## config.mk

```make
export PLATFORM = sky130hd
export DESIGN_NAME = uic_ctrl
export DESIGN_NICKNAME = d
export VERILOG_FILES = /design/src/include/uic_pkg.sv /design/src/rtl/uic_ctrl.sv
export SDC_FILE = /design/constraint.sdc
export NUM_CORES = 1
export LEC_CHECK = 0
export BUFFER_PORTS_ARGS = -buffer_cell sky130_fd_sc_hd__buf_2
export CAP_MARGIN = 20
export CORE_AREA = 2 2 88 90
export CTS_CLUSTER_DIAMETER = 120
export DETAILED_ROUTE_END_ITERATION = 6
export DIE_AREA = 0 0 90 92
export PLACE_DENSITY_LB_ADDON = 0.25
export SETUP_SLACK_MARGIN = 0.3
export SYNTH_ARGS = -nofsm -noshare
export SYNTH_HDL_FRONTEND = slang
export SYNTH_SLANG_ARGS = --single-unit
```

## constraint.sdc

```tcl
create_clock -name mclk -period 2.4 [get_ports mclk]
set_input_delay 0 -clock mclk [delete_from_list [all_inputs] [get_ports mclk]]
set_output_delay 0 -clock mclk [all_outputs]
set_load 0.02 [all_outputs]
```

## src/include/uic_pkg.sv

```systemverilog
// Package: register map, field positions, resets and carrier types for the USB irq/endpoint block
package uic_pkg;
  // Register indices as printed; byte address is four times the index
  localparam logic [7:0] IDX_IRQ_ENABLE   = 8'hbe;
  localparam logic [7:0] IDX_EP_SELECT    = 8'hc7;
  localparam logic [7:0] IDX_EP_CONTROL   = 8'hd4;
  localparam logic [7:0] IDX_IRQ_FLAGS    = 8'hbd;
  // Flag and enable bit positions
  localparam int BIT_WAKE    = 5;
  localparam int BIT_RST_END = 4;
  localparam int BIT_SOF     = 3;
  localparam int BIT_SUSP    = 0;
  localparam logic [7:0] IRQ_MASK = 8'h39;
  localparam logic [7:0] SEL_MASK = 8'h03;
  // Endpoint control fields
  localparam int BIT_EP_ACTIVE = 7;
  localparam int BIT_NAK_IEN   = 6;
  localparam int BIT_NAK_OUT   = 5;
  localparam int BIT_NAK_IN    = 4;
  localparam int BIT_TOGGLE    = 3;
  localparam int BIT_DIR       = 2;
  localparam logic [7:0] CTL_SW_MASK = 8'hc7;
  // Reset values
  localparam logic [7:0] RST_IRQ_FLAGS  = 8'h00;
  localparam logic [7:0] RST_IRQ_ENABLE = 8'h10;
  localparam logic [7:0] RST_EP_SELECT  = 8'h00;
  localparam logic [7:0] RST_EP_CONTROL = 8'h80;
  // Suspend timing
  localparam int CLK_HZ     = 50_000_000;
  localparam int SUSP_MS    = 3;
  localparam int SUSP_CYC   = CLK_HZ / 1000 * SUSP_MS;
  // Endpoint transfer types
  typedef enum logic [1:0] {EPT_CONTROL = 2'h0, EPT_ISO = 2'h1, EPT_BULK = 2'h2, EPT_INTR = 2'h3} uic_eptype_t;
  // Bus-side events, one-cycle pulses except the bus_j_idle level
  typedef struct packed {
    logic       resume_from_bus;  // Non-idle bus activity during suspend
    logic       resume_upstream;  // Our own remote wake-up signalling
    logic       reset_end;        // End of bus reset
    logic       sof_ok;           // Start of frame received intact
    logic       bus_j_idle;       // Level: bus idle in J
    logic       nak_out;          // NAK sent to OUT
    logic       nak_in;           // NAK sent to IN
    logic       data_rx;          // Data packet received
    logic       data_pid1;        // 1 = DATA1, 0 = DATA0
    logic [1:0] ep;               // Endpoint of the event
  } uic_evt_t;
  // Endpoint configuration seen by the packet engine
  typedef struct packed {
    logic        active;
    logic        dir_in;
    uic_eptype_t ttype;
  } uic_epcfg_t;
endpackage

```

## src/rtl/uic_ctrl.sv

```systemverilog
// USB interrupt flags, enables, endpoint select and per-endpoint control with APB slave
//
// The implementer's own choice: the APB interface to the registers.
`timescale 1ns/1ps
// What this block does
// - Set wake flag on bus resume while suspended, not on own upstream resume.
// - Set reset-end flag at end of bus reset; interrupts when enabled.
// - Set frame-start flag on each good start-of-frame; interrupts when enabled.
// - Set suspend flag after 3 ms of idle J; interrupts when enabled.
// - Reserved bits read zero; software must not write ones there.
// - Each event flag reaches the interrupt only while its enable bit is set.
// - Enable register resets to only the reset-end enable set.
// - Two-bit endpoint index selects which endpoint's indexed registers are reached.
// - Control bit 7 enables the endpoint; control resets to 0x80.
// - Set NAK-out flag of endpoint when NAK answers a host OUT.
// - Set NAK-in flag of endpoint when NAK answers a host IN.
// - NAK flags interrupt only while that endpoint's NAK enable is set.
// - Read-only toggle bit follows DATA1 set, DATA0 clear.
// - Direction bit selects IN/OUT except on control endpoints.
// - Type field decodes 00 control, 01 iso, 10 bulk, 11 interrupt.
module uic_ctrl
  import uic_pkg::*;
#(
  parameter int SUSP_CYCLES = SUSP_CYC,  // Idle-J cycles before suspend
  parameter int NUM_EP      = 4          // Endpoints behind the index
) (
  input  wire logic        mclk,        // 50 MHz clock
  input  wire logic        srst,        // Synchronous reset, high
  input  wire logic        psel,        // APB select
  input  wire logic        penable,     // APB access phase
  input  wire logic        pwrite,      // APB direction
  input  wire logic [11:0] paddr,       // APB byte address
  input  wire logic [31:0] pwdata,      // APB write data
  output logic      [31:0] prdata,      // APB read data
  output logic             pready,      // APB ready
  output logic             pslverr,     // APB error on unmapped
  input  wire uic_evt_t    evt,         // Bus-side events
  output logic             usb_irq,     // Shared USB interrupt
  output logic             suspended,   // Suspend state
  output uic_epcfg_t [3:0] ep_cfg       // Per-endpoint configuration
);

  localparam int CW = $clog2(SUSP_CYCLES + 1);

  // Register state
  logic [7:0]   flags_q, flags_d;
  logic [7:0]   ien_q, ien_d;
  logic [1:0]   sel_q, sel_d;
  logic [7:0]   ctl_q [NUM_EP];
  logic [7:0]   ctl_d [NUM_EP];
  logic [CW-1:0] idle_q, idle_d;
  logic         susp_q, susp_d;
  logic [31:0]  rdata_d;
  logic [31:0]  prdata_q, prdata_d;
  logic         err_d;

  // Byte address of a printed index
  function automatic logic [11:0] addr_of(input logic [7:0] idx);
    return {2'h0, idx, 2'h0};
  endfunction

  // Type decode; direction matters only outside control endpoints
  function automatic logic dir_in_of(input logic [7:0] c);
    uic_eptype_t t;
    t = uic_eptype_t'(c[1:0]);
    return (t == EPT_CONTROL) ? 1'b0 : c[BIT_DIR];
  endfunction

  logic acc, wr, rd;
  assign acc    = psel && penable;
  assign wr     = acc && pwrite;
  assign rd     = acc && !pwrite;
  assign pready = 1'b1;  // Zero wait states: every access ends in its first access cycle

  // Suspend detection and event flags
  always_comb begin
    idle_d  = idle_q;
    susp_d  = susp_q;
    flags_d = flags_q;
    if (wr && paddr == addr_of(IDX_IRQ_FLAGS)) begin
      flags_d = flags_q & pwdata[7:0] & IRQ_MASK;  // Clear by writing zero
    end
    if (!evt.bus_j_idle) begin
      idle_d = '0;
    end else if (idle_q < CW'(SUSP_CYCLES)) begin
      idle_d = idle_q + CW'(1);
    end
    if (evt.bus_j_idle && idle_q == CW'(SUSP_CYCLES - 1)) begin
      flags_d[BIT_SUSP] = 1'b1;
      susp_d            = 1'b1;
    end
    if (evt.reset_end) begin
      flags_d[BIT_RST_END] = 1'b1;
      susp_d               = 1'b0;
    end
    if (evt.sof_ok) begin
      flags_d[BIT_SOF] = 1'b1;
    end
    // Own upstream resume leaves suspend without raising the wake flag
    if (susp_q && evt.resume_from_bus && !evt.resume_upstream) begin
      flags_d[BIT_WAKE] = 1'b1;
    end
    if (susp_q && (evt.resume_from_bus || evt.resume_upstream)) begin
      susp_d = 1'b0;
    end
  end

  always_ff @(posedge mclk) begin
    if (srst) begin
      flags_q <= RST_IRQ_FLAGS;
      idle_q  <= '0;
      susp_q  <= 1'b0;
    end else begin
      flags_q <= flags_d;
      idle_q  <= idle_d;
      susp_q  <= susp_d;
    end
  end

  // Enable and endpoint select
  always_comb begin
    ien_d = ien_q;
    sel_d = sel_q;
    if (wr && paddr == addr_of(IDX_IRQ_ENABLE)) begin
      ien_d = pwdata[7:0] & IRQ_MASK;
    end
    if (wr && paddr == addr_of(IDX_EP_SELECT)) begin
      sel_d = pwdata[1:0];
    end
  end

  always_ff @(posedge mclk) begin
    if (srst) begin
      ien_q <= RST_IRQ_ENABLE;
      sel_q <= RST_EP_SELECT[1:0];
    end else begin
      ien_q <= ien_d;
      sel_q <= sel_d;
    end
  end

  // Per-endpoint control; hardware bits set after the software write
  always_comb begin
    for (int i = 0; i < NUM_EP; i++) begin
      ctl_d[i] = ctl_q[i];
      if (wr && paddr == addr_of(IDX_EP_CONTROL) && sel_q == 2'(i)) begin
        ctl_d[i] = (pwdata[7:0] & CTL_SW_MASK)
                 | (ctl_q[i] & pwdata[7:0] & 8'h30)   // NAK flags clear by zero
                 | (ctl_q[i] & 8'h08);                // Toggle is read-only
      end
      if (evt.ep == 2'(i)) begin
        if (evt.nak_out) begin
          ctl_d[i][BIT_NAK_OUT] = 1'b1;
        end
        if (evt.nak_in) begin
          ctl_d[i][BIT_NAK_IN] = 1'b1;
        end
        if (evt.data_rx) begin
          ctl_d[i][BIT_TOGGLE] = evt.data_pid1;
        end
      end
    end
  end

  always_ff @(posedge mclk) begin
    for (int i = 0; i < NUM_EP; i++) begin
      if (srst) begin
        ctl_q[i] <= RST_EP_CONTROL;
      end else begin
        ctl_q[i] <= ctl_d[i];
      end
    end
  end

  // Interrupt combine and endpoint configuration
  logic nak_any;
  always_comb begin
    nak_any = 1'b0;
    for (int i = 0; i < NUM_EP; i++) begin
      nak_any = nak_any | (ctl_q[i][BIT_NAK_IEN] & (ctl_q[i][BIT_NAK_OUT] | ctl_q[i][BIT_NAK_IN]));
    end
  end
  assign usb_irq   = |(flags_q & ien_q) | nak_any;
  assign suspended = susp_q;

  always_comb begin
    for (int i = 0; i < 4; i++) begin
      ep_cfg[i].active = ctl_q[i][BIT_EP_ACTIVE];
      ep_cfg[i].dir_in = dir_in_of(ctl_q[i]);
      ep_cfg[i].ttype  = uic_eptype_t'(ctl_q[i][1:0]);
    end
  end

  // Read mux; reserved bits read zero
  always_comb begin
    rdata_d = '0;
    err_d   = 1'b0;
    unique case (paddr)
      addr_of(IDX_IRQ_FLAGS):  rdata_d[7:0] = flags_q & IRQ_MASK;
      addr_of(IDX_IRQ_ENABLE): rdata_d[7:0] = ien_q & IRQ_MASK;
      addr_of(IDX_EP_SELECT):  rdata_d[7:0] = {6'h0, sel_q};
      addr_of(IDX_EP_CONTROL): rdata_d[7:0] = ctl_q[sel_q];
      default:                 err_d = 1'b1;
    endcase
  end
  // Read data caught in the setup cycle, held through the access cycle
  // A hardware event landing in the access cycle shows on the next read
  always_comb begin
    prdata_d = '0;
    if (psel && !pwrite) begin
      prdata_d = rd ? prdata_q : rdata_d;
    end
  end

  always_ff @(posedge mclk) begin
    if (srst) begin
      prdata_q <= '0;
    end else begin
      prdata_q <= prdata_d;
    end
  end

  assign prdata  = prdata_q;
  assign pslverr = acc && err_d;
endmodule

```

Yosys cells after proc, flatten, opt, wreduce, memory -nomap -nowiden

Memory sizes are Yosys's and may differ from the RTL's. A register that Yosys moved wholly into a read port is not among the register bits.
Index checks and enable logic that the tools add are counted.

Input port bits: 60
Register bits: 37
Word-level logic and storage cells: 130
Memory bits (read-only): 0
Memories: 1
Output and inout port bits: 52
Bits in latches: 0
Bits in writable memories: 32

Memory list:

| memory | depth | width | rd ports | clocked after memory_dff | write ports | RTL line       | source |
|---|---|---|---|---|---|---|---|
| ctl_q  | 4     | 8     | 5        | 1                        | 4           | uic_ctrl.sv:49 | `logic [7:0] ctl_q [NUM_EP];` |

$add $sub $neg: 1
Reduce and logical (&&, ||, !) cells: 35
Muxes and demuxes: 40
$mul: 0
Shift operators: 0
Order comparisons: 1
Div/mod/pow operators: 0
Bitwise operators: 32
Equal/unequal tests: 11

Operator list:

| kind                                                               | number |
|---|---|
| 8-bit 2-to-1 mux                                                   | 8 |
| 12-bit by 10-bit == test with 1-bit output (second input constant) | 4 |
| 6-bit bitwise AND                                                  | 6 |
| 8-bit by 4-bit OR with 8-bit output                                | 4 |
| 8-bit by 6-bit OR with 8-bit output                                | 4 |
| 8-bit case mux with 4 select lines                                 | 1 |
| 1-bit 2-to-1 mux                                                   | 24 |
| 18-bit by 1-bit adder with 18-bit output (second input constant)   | 1 |
| 18-bit == test (second input constant)                             | 1 |
| 18-bit < comparator (second input constant)                        | 1 |
| 1-bit logical AND                                                  | 17 |
| 2-bit zero test                                                    | 6 |
| 3-bit 2-to-1 mux                                                   | 4 |
| 1-bit OR                                                           | 12 |
| 2-bit == test (second input constant)                              | 4 |
| 2-bit nonzero test                                                 | 4 |
| 8-bit OR reduction                                                 | 1 |
| 6-bit 2-to-1 mux                                                   | 1 |
| 1-bit bitwise AND                                                  | 4 |
| 2-bit by 1-bit == test with 1-bit output (second input constant)   | 2 |
| 2-bit 2-to-1 mux                                                   | 2 |
| 2-bit OR reduction                                                 | 2 |
| 4-bit OR reduction                                                 | 1 |
| 3-bit OR reduction                                                 | 1 |
| other kinds (3)                                                    | 5 |

Longest topological paths before layout

Word-level depth: 8
Mapped depth: 7
Mapped depth without buffers: 6

Worst setup path after synthesis

Ideal clock, no wire load.

Kind: reg-to-reg
Start point: reg idle_q[16]
End point: reg idle_q[2]
Data required time: 2284 ps
Period minus slack after synthesis: 1748 ps
Setup slack: 652 ps
Cell stages (with the launch flop): 6
Buffers on the path: 1
Arrival time: 1632 ps
Path through: dfxtp_1 or4_4 nor4_4 a21oi_2 buf_6 a31o_2

Longest elaborated chain between the ends: 1

RTL lines:

| element                  | RTL line        | source |
|---|---|---|
| start: declaration       | uic_ctrl.sv:51  | `logic [CW-1:0] idle_q, idle_d;` |
| start signal: assignment | uic_ctrl.sv:115 | `idle_q <= idle_d;` |
| 18-bit < comparator      | uic_ctrl.sv:85  | `end else if (idle_q < CW'(SUSP_CYCLES)) begin` |

No other way between the ends.
A chain may end at the register's enable or synchronous reset.

==> out/results.ini <==
[status]
outcome=finished, final reports clean

[worst_setup_path]
worst-path-buf-inv=4
max_stage_delay_ps=560
cp_common_cell=dlygate4sd3_1
cp.required_ps=2690
cp-start-kind=input pin
arrival_ps=2290
r2r-end=idle_q[8]
r2r_start=idle_q[16]
worstSetupPathType=in2reg
worstPathMaxFanout=6
crit_slowest_cell=dlygate4sd3_1
crit_path_start=evt[1]
cp.depth=7
r2r_slack_ps=530
cp-end-kind=flop
crit_path_end=ctl_q[2][3]
rr_worst_depth=5
crit_family=buffers and inverters
path_cells=dlygate4sd3_1 > buf_2 > nor2b_1 > nand3_1 > dlygate4sd3_1 > a21oi_1 > dlygate4sd3_1

[synth]
synth-seq-cells=71
synth-simple-area-share_pct=21.44
synth_enable_flop_cells=0
synth_compound_area_share_pct=14.93
postSynthCellCount=416
ys.flop_type=dfxtp_1
synthArstFlopShare_pct=0
ys_seq_area_share_pct=38.72
netlist-cell-type-count=52
ys_warn_count=0
synth_area_um2=3671
synth_top_family_by_area=simple AND/OR/NAND/NOR gates
syn_avg_cell_area_um2=8.825
synth_fa_ha_area_share_pct=0.3408
synth_xor_area_share_pct=2.863
synthMuxAreaShare_pct=10.91

[floorplanning]
die_width_um=90
ios=112
initial_core_util_pct=49.29
core_area_um2=7447
fp.dieH_um=92
die_area_um2=8280
rows=32

[routing]
drc=0
first_pass_iters=4
via_count=3126
drt_iter0_drc=113
ant_nets=0
via_per_inst=5.263
wl_per_cell_um=13.60
routed_wl_um=8079

[pwr]
powerDensity_nw_per_um2=535.8
power_frac_comb_pct=8.5
pwr-share-seq_pct=52.1
peakVddDrop_v=0.0004029
p_leak_nw=1.786
swShare_pct=28.00
p_switching_mw=0.6454
clock_power_share_pct=39.4
internal_power_mw=1.660

[placed_design]
hpwl_um=5781
port_buffers=62
gp_congestion=0.8340
place_ws_ps=544.6

[cells_and_area]
nNetsFinal=548
diodes=0
drive_above_1_share_pct=21.14
n_fill_cell=663
synthToLayoutAreaGrowth_pct=17.18
post-route-util_pct=57.76

[timing]
period_minus_slack_ps=1995
post-route-period-util_pct=83.12
max_slew.worst_pin.slew_ps=670.8
skew_ps=11.34
finalMaxSlewViolations=0
rsz0062_at_grt=no
fmax_ghz=0.5013
hold_slack_ps=25.86
finalSetupTns_ps=0
maxSlewHeadroom_pct=54.94
fin_ws_ps=405.2
finalSetupViolCount=0
hold_viol_final=0

[flow_run]
cap_violations=0

[global_routing]
grt_pass1_vias=2903
grt_max_degree=45
grt_first_pass_wirelength_um=13770
antenna_found_initial=0
grtUsageTotal_pct=20.39
overflow=0

[clocking]
cts_root_buf=clkbuf_8
clk_latency_ps=350
clock_sink_count=71
cts_setup_buffers=0
htreeDepth=3
clk_pin_slew_worst_paths_ps=90
cts-buffers-inserted=9
cts_tree=built
clk_path_buf_depth=2

[min_path]
min_path_type=in2reg

## per-stage QoR
step / cell area, µm² / total power, mW / instances
after floorplan: 3757 / 1.357 / 439
after global placement: 3877 / 1.394 / 555
after detailed placement: 3877 / 1.397 / 555
after global routing: 4302 / 2.391 / 594
after CTS: 4293 / 2.329 / 594
final: 4302 / 2.305 / 594
## how the worst min path moves through the flow
stage	cells past startpoint	slack, ps	startpoint	to
after floorplan	1	80	evt[8]	suspended
after global placement	2	200	evt[8]	suspended
after detailed placement	2	210	evt[8]	suspended
after CTS	3	10	pwdata[0]	ctl_q[1][0]
after global routing	3	10	pwdata[0]	ctl_q[1][0]
final	3	30	pwdata[0]	ctl_q[1][0]
## synth_stat cells, drive strengths merged (6+ instances only)
| cell type | instances | area share (%) |
|---|---|---|
| mux2i | 22 | 6.0 |
| clkbuf | 11 | 1.1 |
| nor2 | 54 | 5.5 |
| buf | 41 | 8.4 |
| o21ai | 19 | 2.6 |
| xor2 | 7 | 1.7 |
| a21oi | 28 | 3.9 |
| inv | 11 | 1.1 |
| nand2 | 32 | 3.3 |
| mux4 | 8 | 4.9 |
| nand4 | 6 | 1.4 |
| dfxtp | 71 | 39 |
| nand3 | 26 | 3.7 |
## power by group through the flow
stage,clock [mW],combinational [mW],sequential [mW]
final,0.908,0.197,1.20
after global routing,0.971,0.217,1.20
after CTS,0.935,0.194,1.20
after detailed placement,0,0.169,1.23
after global placement,0,0.166,1.23
after floorplan,0,0.132,1.22
## tightest hold or removal path: cells and delay by family
family	cells	cell delay (ps)
multiplexers	1	90
AND/OR/NAND/NOR	1	70
buffers and inverters	1	180
## flip-flops by register name, summed over array words and instances (netlist names), named ones only
register,count
sel_q,2
prdata,8
ctl_q,32
suspended,1
flags_q,4
ien_q,4
idle_q,18
## timing repair
action,4_1_cts,5_1_grt
endpoints found under the hold margin,39,0
hold buffers,23,0
gates resized for setup,0,1
endpoints found under the setup margin,0,1
## cells in the final DEF, fill, tap and decap left out, drive strengths merged, types with 4 or more instances in the layout
| master | Yosys | layout |
|---|---|---|
| a221oi | 4 | 4 |
| nor2 | 54 | 54 |
| buf | 41 | 66 |
| a211o | 4 | 4 |
| a22o | 5 | 5 |
| xor2 | 7 | 7 |
| and3 | 4 | 4 |
| dlygate4sd3 | 0 | 23 |
| a31oi | 4 | 4 |
| clkbuf | 11 | 9 |
| nand4 | 6 | 6 |
| a21oi | 28 | 28 |
| mux2i | 22 | 22 |
| nand2 | 32 | 32 |
| o21a | 5 | 5 |
| xnor2 | 5 | 5 |
| mux4 | 8 | 8 |
| nand3 | 26 | 26 |
| conb | 2 | 25 |
| and2 | 4 | 4 |
| o21ai | 19 | 19 |
| nor2b | 5 | 5 |
| inv | 11 | 16 |
| nor3 | 5 | 5 |
| dfxtp | 71 | 71 |
## layer usage
| metal | vias up | part of all wire [%] | GRT usage [%] |
|---|---|---|---|
| li1 | 1566 | - | - |
| met1 | 1440 | 48 | 27.75 |
| met2 | 108 | 45 | 32.14 |
| met3 | 12 | 5.6 | 4.026 |
| met4 | 0 | 1.4 | 7.821 |
| met5 | - | 0 | 0 |
## final cells by class
cell class	instances	area, µm²	area share, %
inverter	11	41.29	0.9599
timing repair buffer	89	570.5	13.26
sequential	71	1421	33.04
clock buffer	9	123.9	2.880
tap	102	127.6	2.967
multi-input combinational	305	1956	45.46
clock inverter	7	61.31	1.425
## logic make-up (layout without fill, tap and decap cells)
kind of cell	after synthesis	after routing
AOI/OAI and AO/OA	85	85
xor gates and xnor gates	12	12
adders and majority gates	1	1
buffers and inverters	63	116
DFF	71	71
muxes	30	30
other	2	25
and+or+nand+nor	152	152
(Power assumes the default switching activity.)
